File: config.mk
export PLATFORM = sky130hd
export DESIGN_NAME = asr_ctrl
export DESIGN_NICKNAME = d
export VERILOG_FILES = /design/src/design/asr_pkg.sv /design/src/design/asr_hold_reg.sv /design/src/design/asr_ctrl.sv
export SDC_FILE = /design/constraint.sdc
export NUM_CORES = 1
export LEC_CHECK = 0
export CAP_MARGIN = 5
export CORE_ASPECT_RATIO = 1.5
export CORE_UTILIZATION = 65
export CTS_BUF_LIST = sky130_fd_sc_hd__clkbuf_8
export CTS_CLUSTER_DIAMETER = 80
export CTS_CLUSTER_SIZE = 24
export DETAILED_ROUTE_END_ITERATION = 8
export DONT_BUFFER_PORTS = 1
export PLACE_DENSITY = 0.81
export REMOVE_ABC_BUFFERS = 1
export SYNTH_ARGS = -nofsm -noshare
export SYNTH_HDL_FRONTEND = slang
export SYNTH_SLANG_ARGS = --single-unit
File: constraint.sdc
create_clock -name clk_sys -period 4.1 [get_ports clk_sys]
set_input_delay 0.82 -clock clk_sys [delete_from_list [all_inputs] [get_ports clk_sys]]
set_output_delay 0.82 -clock clk_sys [all_outputs]
set_load 0.005 [all_outputs]
File: src/design/asr_pkg.sv
`default_nettype none
package asr_pkg;

  // Geometry of the memory port
  localparam int ADDR_W = 19;
  localparam int DATA_W = 8;

  // System clock period in picoseconds
  localparam int CLK_PS = 5000;

  // Worst-grade timing figures in ns
  localparam int T_CYCLE_NS      = 15;  // Read and write cycle minimum
  localparam int T_WP_NS         = 10;  // Strobe low width, gate high
  localparam int T_STROBE_HZ_NS  = 7;   // Strobe fall to outputs released
  localparam int T_DATA_SETUP_NS = 7;   // Data valid before end of write
  localparam int T_ADDR_SETUP_NS = 10;  // Address valid before end of write
  localparam int T_CS_WRITE_NS   = 10;  // Select low before end of write
  localparam int T_ACCESS_NS     = 15;  // Address or select access
  localparam int T_GATE_ACC_NS   = 7;   // Output gate to valid data
  localparam int T_GATE_HZ_NS    = 7;   // Gate or select high to outputs float
  localparam int T_WRITE_OUT_NS  = 3;   // End of write to device drive again

  // Least times rounded up to whole cycles
  function automatic int cyc_up(input int ns);
    int c;
    c = (ns * 1000 + CLK_PS - 1) / CLK_PS;
    return (c < 1) ? 1 : c;
  endfunction

  // Write strobe low width with gate low: float time plus data setup
  localparam int WP_CYC    = cyc_up(T_STROBE_HZ_NS + T_DATA_SETUP_NS);
  // Read sample point: later of select access and gate access
  localparam int RD_CYC    = cyc_up(T_ACCESS_NS);
  // Bus turnaround after a read or a write
  localparam int TURN_CYC  = cyc_up(T_GATE_HZ_NS);
  localparam int CNT_W     = 4;

  typedef enum logic [2:0] {
    ASR_IDLE,
    ASR_READ,
    ASR_WRITE,
    ASR_TURN
  } asr_state_e;

endpackage
`default_nettype wire

File: src/design/asr_hold_reg.sv
`timescale 1ns/1ps
`default_nettype none
module asr_hold_reg #(
  parameter int W = 8
) (
  input  wire logic         clk_sys,  // System clock
  input  wire logic         rst,      // Sync reset, active high
  input  wire logic         load,     // Capture strobe
  input  wire logic [W-1:0] din,      // Data to capture
  output logic      [W-1:0] dout      // Registered data
);

  // Holding register for captured words
  always_ff @(posedge clk_sys)
  begin
    if (rst)
      dout <= '0;
    else if (load)
      dout <= din;
  end

endmodule
`default_nettype wire

File: src/design/asr_ctrl.sv
`timescale 1ns/1ps
`default_nettype none
//////////////////////////////////////////////////////////////////////////////
module asr_ctrl (
  input  wire logic                       clk_sys,    // System clock
  input  wire logic                       rst,        // Sync reset, active high
  input  wire logic                       req_valid,  // Access request
  output logic                            req_ready,  // Request accepted
  input  wire logic                       req_write,  // 1 write, 0 read
  input  wire logic [asr_pkg::ADDR_W-1:0] req_addr,   // Byte address
  input  wire logic [asr_pkg::DATA_W-1:0] req_wdata,  // Write byte
  output logic                            rsp_valid,  // Read data pulse
  output logic      [asr_pkg::DATA_W-1:0] rsp_rdata,  // Read byte
  output logic      [asr_pkg::ADDR_W-1:0] addr_lines, // Memory address pins
  output logic                            cs_n,       // Chip select, low
  output logic                            we_n,       // Write strobe, low
  output logic                            oe_n,       // Output gate, low
  input  wire logic [asr_pkg::DATA_W-1:0] data_in,    // Data lines in
  output logic      [asr_pkg::DATA_W-1:0] data_out,   // Data lines out
  output logic                            data_oe     // Data drive enable
);

  asr_pkg::asr_state_e          state;
  logic [asr_pkg::CNT_W-1:0]    cnt;
  logic                         rd_take;
  logic                         accept;

  localparam logic [asr_pkg::CNT_W-1:0] WP_N   = asr_pkg::CNT_W'(asr_pkg::WP_CYC);
  localparam logic [asr_pkg::CNT_W-1:0] RD_N   = asr_pkg::CNT_W'(asr_pkg::RD_CYC);
  localparam logic [asr_pkg::CNT_W-1:0] TURN_N = asr_pkg::CNT_W'(asr_pkg::TURN_CYC);

  //////////////////////////////////////////////////////////////////////////////
  // Handshake
  assign req_ready = (state == asr_pkg::ASR_IDLE);
  assign accept    = req_valid && req_ready;
  assign rd_take   = (state == asr_pkg::ASR_READ) && (cnt == RD_N - 1'b1);

  // Sequencer state
  always_ff @(posedge clk_sys)
  begin
    if (rst)
      state <= asr_pkg::ASR_IDLE;
    else
    begin
      unique case (state)
        asr_pkg::ASR_IDLE:
          if (accept)
            state <= req_write ? asr_pkg::ASR_WRITE : asr_pkg::ASR_READ;
        asr_pkg::ASR_READ:
          if (rd_take)
            state <= asr_pkg::ASR_TURN;
        asr_pkg::ASR_WRITE:
          if (cnt == WP_N - 1'b1)
            state <= asr_pkg::ASR_TURN;
        asr_pkg::ASR_TURN:
          if (cnt == TURN_N - 1'b1)
            state <= asr_pkg::ASR_IDLE;
        default:
          state <= asr_pkg::ASR_IDLE;
      endcase
    end
  end

  // Phase counter, cleared on entering read, write or turnaround
  always_ff @(posedge clk_sys)
  begin
    if (rst || accept || rd_take)
      cnt <= '0;
    else if (state == asr_pkg::ASR_WRITE && cnt == WP_N - 1'b1)
      cnt <= '0;
    else if (state != asr_pkg::ASR_IDLE)
      cnt <= cnt + 1'b1;
  end

  // Address held through the whole cycle and the turnaround
  always_ff @(posedge clk_sys)
  begin
    if (rst)
      addr_lines <= '0;
    else if (accept)
      addr_lines <= req_addr;
  end

  // Select and one strobe, write strobe or output gate, asserted together with the address
  always_ff @(posedge clk_sys)
  begin
    if (rst)
    begin
      cs_n <= 1'b1;
      we_n <= 1'b1;
      oe_n <= 1'b1;
    end
    else if (accept)
    begin
      cs_n <= 1'b0;
      we_n <= !req_write;
      oe_n <= req_write;
    end
    else if (rd_take || (state == asr_pkg::ASR_WRITE && cnt == WP_N - 1'b1))
    begin
      cs_n <= 1'b1;
      we_n <= 1'b1;
      oe_n <= 1'b1;
    end
  end

  // Write data lane; held one cycle past the strobe rise
  always_ff @(posedge clk_sys)
  begin
    if (rst)
    begin
      data_out <= '0;
      data_oe  <= 1'b0;
    end
    else if (accept && req_write)
    begin
      data_out <= req_wdata;
      data_oe  <= 1'b1;
    end
    else if (state == asr_pkg::ASR_TURN)
      data_oe  <= 1'b0;
  end

  // Read capture register
  asr_hold_reg #(.W(asr_pkg::DATA_W)) u_rd (
    .clk_sys (clk_sys),
    .rst     (rst),
    .load    (rd_take),
    .din     (data_in),
    .dout    (rsp_rdata)
  );

  // Read completion pulse
  always_ff @(posedge clk_sys)
  begin
    if (rst)
      rsp_valid <= 1'b0;
    else
      rsp_valid <= rd_take;
  end
endmodule
`default_nettype wire

==> impl.org, run 1 <==
** CTS
- TritonCTS built the clock tree.
- Clk Latency, worst-skew pair :: 0.30 ns
- Clock tree synthesis found a total of 46 sinks.
- Clock transition at the registers of the reported paths :: 0.08 ns
- Maximum root-to-sink buffer count :: 2
- Post-cts gate resize count :: 0
- The cell sitting at the root of the clock tree is a clkbuf_8.
- The number of clock buffers added by TritonCTS is 5.
- Number of buffers inserted by hold repair at cts :: 0
- In this run the number of H-tree levels came out at 2.
- Post-CTS Setup Repair Bufs :: 0

** STA
- The number of hold violations in the final report came to 0.
- Setup violations remaining at the end of the flow were counted as 0.
- Derived from the worst setup path, the maximum achievable clock frequency is 452 MHz.
- Worst max-slew margin expressed relative to the limit :: 0.328
- Maximum clock skew at final layout :: 0.00513 ns
- Setup repair after global routing left no endpoint under its margin.
- At the pin with the least slew margin, the transition time is 1.01 ns.
- Final period utilization :: 0.539
- Setup slack closes at 1.89 ns.
- The max-slew violation count was 0.
- Shortest period the worst path allows :: 2.21 ns
- Adding up every negative setup slack in the final design gives 0 ns.

** Logic synthesis
- Post-synthesis average cell area :: 8.15 sq um
- Of the synthesized area, sequential elements account for 0.502.
- Post-synthesis instance total :: 225
- The cell area that synthesis handed to floorplanning was 1830 sq um.
- Of the total synthesized cell area, the portion taken by XOR and XNOR cells is 0.
- In the synthesized netlist the async set-or-reset flop fraction comes to 0.
- Among all flip-flop cells after synthesis, the most frequent one is dfxtp_1.
- The Yosys step of the flow raised 0 warnings.
- After synthesis, the share of cell area in mux cells is 0.0116.
- Counting instances in the post-synthesis netlist gives the leading cell types as nand2_1, dfxtp_1, a21oi_1.
- The share of the synthesized area in compound gates (AO/OA/AOI/OAI) is 0.156.
- Simple-gate share of the synthesized area :: 0.241
- Area contributors post-synth :: dfxtp_1, nand2_1, a21oi_1
- Area share of the largest cell type after synthesis :: 0.502
- Count of state elements after synthesis :: 46
- Number of synthesized flops with an enable pin :: 0
- By area, the combinational part of the netlist is dominated by simple AND/OR/NAND/NOR gates.
- Count of different cell masters after synthesis :: 29
- Cell type with the highest aggregate area in the netlist :: dfxtp_1
- Most instantiated library cell after synthesis :: nand2_1
- Of the total synthesized cell area, the portion taken by full adders, half adders and majority gates is 0.0546.

** Die
- The die is 67.1 um tall.
- Std-Cell Core Area :: 2680 sq um
- The initial utilization of the core area, before any placement, comes to 0.685.
- Number of rows in the core area :: 23
- Number of placed I/O pins :: 80
- The die is 45.4 um wide.
- The die covers 3040 sq um.

** Layout
- After routing the design area is 1930 sq um.
- Area of the multi-input gates :: 850 sq um
- From synthesis to final layout, the design area changed by 5.05%.
- Net count reported at finish :: 266
- After filler insertion, the fill cell instance count of the layout stands at 227.
- Cell Count, Final, Fillers Out :: 257
- Area taken by flip-flops and latches :: 921 sq um
- 0 antenna diodes ended up in the layout.
- Of the cells placed in the final design, the portion with a size suffix greater than 1 is 0.0455.

** Pwr
- Maximum ir drop on the vdd rail :: 0.000422 V
- Total power divided by cell area :: 556 nW/um^2
- Power after layout :: 1.07 mW
- Standby leakage power :: 0.719 nW

** Critical path
- Arrival time at the worst endpoint :: 2.43 ns
- CP Capture Type :: register
- Data on the critical path is required at its endpoint by 4.32 ns.
- Peak fanout along the critical path :: 22
- Kind of launch point of the worst setup path :: register
- Worst setup path class :: reg -> reg
- Setup slack on the worst reg-to-reg path comes out at 1.89 ns.

** Route
- After detailed routing, the number of remaining DRC violations is 0.
- In the final routing, the length of wire on met1 measures 1280 um.
- The routed layout has 1510 vias.
- Top layer in use :: met4
- Summed over all nets, wire length on met2 after detailed routing comes to 2080 um.
- Once detail routing completed, the nets flagged for antenna violations numbered 0.
- For this block, the routed nets add up to 3770 um of wire.
- In this run, the number of DRC markers left after iteration 0 of detailed routing was 40.
- Met3 wire length :: 309 um
- In the routed layout, each cell is associated on average with a via count of 5.88.
- The first TritonRoute pass finished after 4 iterations.
- Average wire length per cell after detail routing :: 14.7 um

** Global route
- In the global route stage, overall resource usage came out at 0.270.
- Pin count of the biggest net entering global routing :: 46
- Wire length of the first global-routing pass :: 5760 um
- Number of antenna violations at the first check in global routing :: 0
- The via count of the first global-routing pass is 1409.
- Total overflow reported by the global router :: 0

** Place
- The number of placed instances, taps included, is 249.
- Once placement finished, the instance area stood at 1830 sq um.
- Prior to clock tree synthesis, the placed netlist has a worst setup slack of 1.89 ns.
- Detailed placement ended at an HPWL of 2760 um.
- PortBufs :: 0
- The congestion estimate from routability-driven global placement came to 0.780.

** Run
- Max-Cap Viols :: 0

** Hold path
- Tightest Hold Check Type :: reg -> reg

** Status
- Status :: completed
state kept, by name, indices dropped and copies added (netlist names), 2 cells and up:
signal	flops
addr_lines	19
data_out	8
cnt	4
state	2
u_rd.dout	8
cells by family (layout without fill, tap and decap cells):
group / Yosys count / count (layout)
AND/OR/NAND/NOR: 101 / 101
AO/OA/AOI/OAI: 51 / 51
flip-flops: 46 / 46
buffers and inverters: 17 / 12
adder cells (fa/ha/maj): 8 / 8
multiplexers: 2 / 2
path summary, 6_finish.rpt:
kind / startpoint / end / cells past startpoint
setup / recovery: state[0]$_SDFFE_PP0P_ / addr_lines[2]$_SDFFE_PP0P_ / 5
hold / removal: addr_lines[1]$_SDFFE_PP0P_ / addr_lines[1]$_SDFFE_PP0P_ / 2
setup reg to reg: state[0]$_SDFFE_PP0P_ / addr_lines[2]$_SDFFE_PP0P_ / 5
hold reg to reg: addr_lines[1]$_SDFFE_PP0P_ / addr_lines[1]$_SDFFE_PP0P_ / 2
power by group:
part | internal, mW | switching (mW)
registers | 0.508 | 0.0529
logic | 0.0874 | 0.141
clock network | 0.135 | 0.146
worst max-delay path, stage by stage, from the launching register on:
cell,delay [ns]
dfxtp_1,0.36
inv_1,0.10
ha_1,0.50
and2_0,0.87
nand2_1,0.13
a21oi_1,0.18
cells in the final DEF (no fill, tap or decap):
cell type and instances:
nand2_1 73, dfxtp_1 46, a21oi_1 40, nor2_1 9
ha_1 8, clkbuf_8 6, inv_1 4, nor2b_1 3
o21bai_1 3, nand2b_1 2, o21ai_0 2, or3b_1 2
nand3_1 2, nand3b_1 2, a211oi_1 2, or2_1 1
nor3b_1 1, a21o_1 1, o22a_1 1, and2_0 1
a221oi_2 1, mux2i_1 1, nor3_1 1, mux2_1 1
or3_1 1, a31oi_1 1, and3_1 1, and4bb_2 1
nand4bb_1 1, clkinv_2 1, clkinvlp_4 1
layout make-up:
cell class                 count  area share
clock inverter                 2     0.00649
multi-input combinational    162       0.441
sequential                    46       0.478
tap                           37      0.0240
inverter                       4     0.00779
clock buffer                   6      0.0429
per-layer routing:
metal  vias up  track usage
li1        724            -
met1       710        0.209
met2        66        0.516
met3        10        0.117
met4         0        0.152
met5         -            0
metrics by stage:
| step | hold WS (ns) | utilization |
|---|---|---|
| floorplan | 0.447 | - |
| global placement | 0.453 | 0.684 |
| detailed placement | 0.461 | 0.684 |
| CTS | 0.472 | 0.720 |
| global route | 0.487 | 0.720 |
| finish | 0.468 | 0.720 |
(Power assumes the default switching activity.)
==> inputs of run 2 (changes only) <==
--- a/config.mk
+++ b/config.mk
@@ -7,13 +7,13 @@
 export LEC_CHECK = 0
 export CAP_MARGIN = 5
 export CORE_ASPECT_RATIO = 1.5
-export CORE_UTILIZATION = 65
+export CORE_UTILIZATION = 64
 export CTS_BUF_LIST = sky130_fd_sc_hd__clkbuf_8
 export CTS_CLUSTER_DIAMETER = 80
 export CTS_CLUSTER_SIZE = 24
 export DETAILED_ROUTE_END_ITERATION = 8
 export DONT_BUFFER_PORTS = 1
-export PLACE_DENSITY = 0.81
+export PLACE_DENSITY = 0.8
 export REMOVE_ABC_BUFFERS = 1
 export SYNTH_ARGS = -nofsm -noshare
 export SYNTH_HDL_FRONTEND = slang
==> constraint.sdc (replaced) <==
create_clock -name clk_sys -period 2.3 [get_ports clk_sys]
set_input_delay 0.46 -clock clk_sys [delete_from_list [all_inputs] [get_ports clk_sys]]
set_output_delay 0.46 -clock clk_sys [all_outputs]
set_load 0.005 [all_outputs]
==> impl.org, run 2 (same netlist as run 1, synthesis figures left out) <==
** Status
- The run finished with clean final reports.

** Critical path
- STA classifies the critical path endpoint as a register.
- Peak fanout along the critical path :: 5 (-77%)
- The critical path goes through inv_1, ha_1, or2_1, a221oi_2, mux2_1.
- By startpoint and endpoint, the worst setup path is classified as reg -> reg.
- Data required time of the critical path :: 2.48 ns (-1.84 ns)
- The slowest stage of the critical path belongs to the cell dfxtp_1.
- The stage delay of the slowest cell on the critical path was 0.41 ns (-0.46 ns).
- Among cell families on the critical path, the largest total delay comes from flip-flops.
- The data arrival time at the worst-slack endpoint came to 2.08 ns (-0.35 ns).
- The endpoint identified for the worst register-to-register timing path is state[1]$_SDFFE_PP0P_.
- The worst setup path is launched from a register.
- Buf/Inv on CP :: 1 (unchanged)
- The startpoint identified for the worst register-to-register timing path is state[1]$_SDFFE_PP0P_.
- The count of cells along the worst register-to-register path is 5 (unchanged).
- The reg-to-reg setup timing slack is 0.40 ns (-1.49 ns).

** CTS
- Num CTS Buffers :: 5 (unchanged)
- Clock Root Buffer :: clkbuf_8
- The number of setup buffers added after CTS was 0 (unchanged).
- Number of buffers inserted by hold repair at cts :: 0 (unchanged)
- The clock sink count was 46 (unchanged).
- TritonCTS built the clock tree.
- The maximum buffer depth of the clock tree is 2 (unchanged).
- The clock insertion delay at the later pin of the skew report is 0.29 ns (about the same).
- The clock-pin slew reported for the worst setup and hold paths after clock tree synthesis is 0.08 ns (about the same).
- H-tree depth :: 2 (unchanged)
- Post-cts gate resize count :: 0 (unchanged)

** Layout
- The library cell used most frequently in the layout, excluding fill and tap cells, is nand2_1.
- Net count reported at finish :: 267 (+0.38%)
- The number of flip-flops in the largest register was 19 (unchanged).
- Area grow syn2layout :: 6.28%
- Commonest cells after routing, fill and taps aside :: nand2_1, dfxtp_1, a21oi_1
- addr_lines holds more flip-flops than any other register.
- Biggest regs :: addr_lines (19), data_out (8), u_rd.dout (8)
- The fraction of layout instances using a drive strength above 1 was 0.0452 (-0.000206).
- The final antenna diode count came to 0 (unchanged).

** Route
- Number of search-and-repair iterations in the first detailed-routing pass :: 4 (unchanged)
- The initial DRC count is 17 (-57%).
- Wirelength, routed :: 3680 um (-2.4%)
- The final routed DRC violation total is 0 (unchanged).
- Total number of vias :: 1451 (-3.9%)
- Average wire length per cell after detail routing :: 14.3 um (-2.7%)
- Post-route antenna net violation count :: 0 (unchanged)
- Post-detailed-route via-to-cell ratio :: 5.62 (-4.3%)

** Global route
- The largest net degree at the start of global routing is 46 (unchanged).
- Via count of the first global-routing pass :: 1326 (-5.9%)
- The number of antenna violations at the first check in global routing is 0 (unchanged).
- Overall fraction of global-route tracks in use :: 0.253 (-0.0175)
- The leftover overflow at the end of global routing is 0 (unchanged).
- The wire length of the first global-routing pass is 5520 um (-4.2%).

** Place
- Last weighted congestion value of the routability-driven placer :: 0.822 (+5.3%)
- The detailed placement HPWL is 2640 um (-4.2%).
- The count of input and output buffers came to 0 (unchanged).
- The pre-CTS setup slack was 0.432 ns (-1.46 ns).

** Die
- DIE AREA :: 3090 sq um (+1.5%)
- The die extent in x is 45.7 um (+0.74%).
- Number of placed I/O pins :: 80 (unchanged)
- Std-Cell Core Area :: 2710 sq um (+1.1%)
- The die height came to 67.6 um (+0.75%).
- The initial cell density of the core came to 0.678 (-0.00729).
- The cell row count is 23 (unchanged).

** Pwr
- Standby leakage power :: 0.732 nW (+1.9%)
- Total net switching power :: 0.594 mW (+75%)
- Switching Share :: 0.300 (-0.0175)
- The proportion of power drawn by flip-flops and latches is 0.505 (-0.019).
- Proportion of power drawn by combinational gates :: 0.207 (-0.007)
- Internal power :: 1.39 mW (+90%)
- The worst vdd rail ir drop came to 0.000797 V (+89%).
- The proportion of power drawn by the clock network came to 0.288 (+0.026).
- Total power divided by cell area :: 1020 nW/um^2 (+83%)

** STA
- The share of the cycle needed by the critical path after routing came to 0.828 (+0.289).
- Setup repair after global routing left no endpoint under its margin.
- The max-slew violation count came to 0 (unchanged).
- F_max :: 525 MHz (+16%)
- The slew at the pin with the worst max-slew slack was 0.591 ns (-0.416 ns).
- The sum of negative setup slack came to 0 ns (unchanged).
- Hold Fails Final Rpt :: 0 (unchanged)
- Maximum clock skew at final layout :: 0.00497 ns (-0.000160 ns)
- The smallest setup slack after layout was 0.395 ns (-1.49 ns).
- Final number of setup-violating endpoints :: 0 (unchanged)
- The tightest slew margin relative to the limit is 0.605 (+0.277).
- Shortest period the worst path allows :: 1.90 ns (-0.306 ns)

** Hold path
- Tightest Hold Check Type :: in -> reg
- The worst hold path terminates at data_oe$_SDFFE_PP0P_.
- Worst hold path stage count :: 1 (-1)
- HP Start :: rst

** Run
- Max-Cap Viols :: 0 (unchanged)
## run 2: routing by layer
metal | vias to the layer above | wire length, um | global-route usage
li1 | 733 | - | -
met1 | 656 | 1380 | 0.221
met2 | 58 | 2010 | 0.482
met3 | 4 | 240 | 0.0856
met4 | 0 | 48 | 0.125
met5 | - | 0 | 0
## run 2: worst max-delay path by stage
stage	start	to	slack [ns]	cells after the start
detailed placement	state[1]$_SDFFE_PP0P_	state[1]$_SDFFE_PP0P_	0.43	5
CTS	state[1]$_SDFFE_PP0P_	addr_lines[2]$_SDFFE_PP0P_	0.41	5
floorplan	state[0]$_SDFFE_PP0P_	oe_n$_SDFFE_PP1P_	0.55	5
global placement	state[0]$_SDFFE_PP0P_	oe_n$_SDFFE_PP1P_	0.55	5
finish	state[1]$_SDFFE_PP0P_	state[1]$_SDFFE_PP0P_	0.40	5
global route	state[1]$_SDFFE_PP0P_	oe_n$_SDFFE_PP1P_	0.22	5
## run 2: power by group through the flow
| stage | combinational (mW) | sequential, mW | clock [mW] |
|---|---|---|---|
| after floorplan | 0.324 | 0.994 | 0 |
| after global placement | 0.377 | 1.01 | 0 |
| after detailed placement | 0.408 | 1.02 | 0 |
| after CTS | 0.410 | 1.00 | 0.587 |
| after global routing | 0.464 | 1.02 | 0.618 |
| final | 0.410 | 1.00 | 0.570 |
## run 2: final cells by class
type | instances | area [sq um]
Clock buffer | 5 | 68.8
Multi-Input combinational cell | 162 | 850
Fill cell | 223 | 756
Inverter | 4 | 15.0
Timing Repair Buffer | 1 | 7.51
Sequential cell | 46 | 921
Tap cell | 37 | 46.3
Clock inverter | 3 | 41.3
## run 2: metrics by stage
stage                     instance area, sq um  hold WS, ns   util  cells  power (mW)
after global routing                      1950        0.210  0.721    258        2.10
after floorplan                           1790        0.447      -    212        1.32
after detailed placement                  1840        0.462  0.680    250        1.43
final                                     1950        0.232  0.721    258        1.98
after CTS                                 1950        0.217  0.721    258        2.00
after global placement                    1840        0.454  0.680    250        1.39
## run 2: worst reg2reg max path: stages (launching register included)
cell and delay (ns):
dfxtp_1 0.41, inv_1 0.11, ha_1 0.23, or2_1 0.31, a221oi_2 0.37, mux2_1 0.37
==> inputs of run 3 (changes only) <==
==> constraint.sdc (replaced) <==
create_clock -name clk_sys -period 1.9 [get_ports clk_sys]
set_input_delay 0.38 -clock clk_sys [delete_from_list [all_inputs] [get_ports clk_sys]]
set_output_delay 0.38 -clock clk_sys [all_outputs]
set_load 0.005 [all_outputs]
==> impl.org, run 3 (same netlist as run 1, synthesis figures left out) <==
** Critical path
- The critical path is of the reg -> reg type.
- The largest driver fanout on the critical path is 5 (unchanged).
- The data arrival time at the worst-slack endpoint was 1.98 ns (-0.10 ns).
- In this design, the largest share of critical-path delay is due to flip-flops.
- The signal on the critical path passes through inv_1, ha_1, or2_1, a221oi_4, mux2_1.
- STA classifies the critical path endpoint as a register.
- The stage delay of the slowest cell on the critical path came to 0.38 ns (-0.03 ns).
- Beginning of the worst register-to-register path :: state[1]$_SDFFE_PP0P_
- Buf/Inv on CP :: 1 (unchanged)
- Reg2reg path depth :: 5 (unchanged)
- Launch point of the critical path :: state[1]$_SDFFE_PP0P_
- The worst setup path is launched from a register.
- R2R Setup Slk :: 0.10 ns (-0.29 ns)
- The largest individual stage delay along the critical path comes from the cell dfxtp_1.
- The endpoint required time on the critical path came to 2.08 ns (-0.40 ns).
- The count of cell instances traversed by the critical path is 5 (unchanged).

** Route
- DRC violation total after the first TritonRoute iteration :: 42 (+25)
- The number of optimization iterations in the first detailed-route pass was 7 (+3).
- Average wire length per cell after detail routing :: 14.0 um (-1.9%)
- The remaining number of nets flagged by the antenna check after routing came to 0 (unchanged).
- Post-detailed-route via-to-cell ratio :: 5.59 (-0.67%)
- The wire length reported by the detailed router was 3650 um (-0.73%).
- Post-route DRC violation count :: 0 (unchanged)
- Total number of vias :: 1458 (+0.48%)

** CTS
- Clock tree synthesis selected as its root buffer the cell clkbuf_8.
- The total clock buffers created by CTS is 5 (unchanged).
- H-tree depth :: 2 (unchanged)
- Number of buffers inserted by hold repair at cts :: 0 (unchanged)
- The maximum buffer depth of the clock tree is 2 (unchanged).
- The clock insertion delay at the later pin of the skew report came to 0.29 ns (about the same).
- The clock-pin slew reported for the worst setup and hold paths after clock tree synthesis is 0.08 ns (about the same).
- CTS Sinks :: 46 (unchanged)
- TritonCTS built the clock tree.

** Pwr
- Standby leakage power :: 0.741 nW (+1.2%)
- Maximum ir drop on the vdd rail :: 0.000698 V (-12%)
- Total power divided by cell area :: 1180 nW/um^2 (+17%)
- Power after layout :: 2.33 mW (+18%)

** STA
- The timing-limited maximum frequency is 557 MHz (+6.0%).
- Setup repair after global routing missed its margin :: false
- Total count of max-transition violations in the final report :: 0 (unchanged)
- Hold Fails Final Rpt :: 0 (unchanged)
- Maximum clock skew at final layout :: 0.00746 ns (+0.00249 ns)
- Worst max-slew margin expressed relative to the limit :: 0.678 (+0.0728)
- The share of the cycle needed by the critical path after routing came to 0.946 (+0.118).
- Final number of setup-violating endpoints :: 0 (unchanged)
- Worst Hold Margin :: 0.147 ns (-0.0844 ns)
- The smallest setup slack after layout was 0.103 ns (-0.292 ns).
- The slew at the pin with the worst max-slew slack was 0.482 ns (-0.109 ns).
- Shortest period the worst path allows :: 1.80 ns (-0.108 ns)
- Total negative setup slack :: 0 ns (unchanged)

** Global route
- Overall fraction of global-route tracks in use :: 0.252 (-0.000802)
- The via count of the first global-routing pass came to 1327 (+0.075%).
- The leftover overflow at the end of global routing was 0 (unchanged).
- The number of antenna violations at the first check in global routing is 0 (unchanged).
- Pin count of the biggest net entering global routing :: 46 (unchanged)
- The wire length of the first global-routing pass is 5580 um (+1.0%).

** Layout
- Biggest regs :: addr_lines (19), data_out (8), u_rd.dout (8)
- Counting flops per register, the top entry is addr_lines.
- The number of flip-flops in the largest register is 19 (unchanged).
- Net count reported at finish :: 270 (+1.1%)
- Share of post-route cells with drive strength above 1 :: 0.0714 (+0.0262)
- Post-route core utilization :: 0.726 (+0.00555)
- Leaving out fill and tap cells, the most frequent cell in the layout is nand2_1.
- The fill cell total of the finished layout came to 223 (unchanged).
- Area of all placed cells without fillers :: 1960 sq um (+0.77%)
- Commonest cells after routing, fill and taps aside :: nand2_1, dfxtp_1, a21oi_1
- The final cell count without fillers is 261 (+1.2%).
- The final antenna diode count came to 0 (unchanged).
- Area grow syn2layout :: 7.09%

** Die
- The cell row count is 23 (unchanged).
- The die height came to 67.6 um (unchanged).
- Die W :: 45.7 um (unchanged)
- The initial cell density of the core came to 0.678 (unchanged).
- DIE AREA :: 3090 sq um (unchanged)
- Std-Cell Core Area :: 2710 sq um (unchanged)
- The boundary pin count is 80 (unchanged).

** Place
- The pre-CTS setup slack came to 0.0621 ns (-0.370 ns).
- Post-Place Cell Area :: 1850 sq um (+0.82%)
- The detailed placement HPWL was 2680 um (+1.6%).
- The count of input and output buffers came to 0 (unchanged).
- The number of instances in the placed design was 252 (+0.80%).
- The final estimated routing congestion in global placement came to 0.773 (-5.9%).

** Hold path
- The number of cells on the worst hold path was 1 (unchanged).
- The startpoint identified for the worst hold timing path is rst.
- The min-delay analysis places its worst path in the category in -> reg.

** Status
- Status :: completed

** Run
- Max-Cap Viols :: 0 (unchanged)
-- run 3: cell count changes in the layout (fill, tap and decap cells not counted), sizes merged --
cell / change
bufinv: -1
clkinvlp: -1
clkinv: +2
buf: +3
-- run 3: area by class of cell --
type / count / area (sq um) / share of cell area
Inverter: 4 / 15.0 / 0.00764
Sequential cell: 46 / 923 / 0.470
Timing Repair Buffer: 4 / 30.0 / 0.0153
Tap cell: 37 / 46.3 / 0.0236
Clock inverter: 3 / 17.5 / 0.00892
Clock buffer: 5 / 68.8 / 0.0350
Multi-Input combinational cell: 162 / 863 / 0.439
-- run 3: final timing paths --
kind,end
worst max-delay path,state[1]$_SDFFE_PP0P_
worst min-delay path,data_out[6]$_SDFFE_PP0P_
worst max register to register,state[1]$_SDFFE_PP0P_
worst min register to register,addr_lines[18]$_SDFFE_PP0P_
-- run 3: repair_timing --
item | 4_1_cts | 5_1_grt
setup buffers | 0 | 1
resized for setup | 0 | 4
endpoints found under the setup margin | 0 | 1
-- run 3: routing by layer --
| layer | GRT usage | share of wire |
|---|---|---|
| met3 | 0.0829 | 0.076 |
| met2 | 0.473 | 0.53 |
| met1 | 0.227 | 0.37 |
| met4 | 0.129 | 0.026 |
| met5 | 0 | 0 |
-- run 3: power breakdown --
| group | internal [mW] | total [mW] | switching, mW |
|---|---|---|---|
| registers | 1.10 | 1.21 | 0.111 |
| clock network | 0.254 | 0.554 | 0.300 |
| logic | 0.242 | 0.564 | 0.322 |
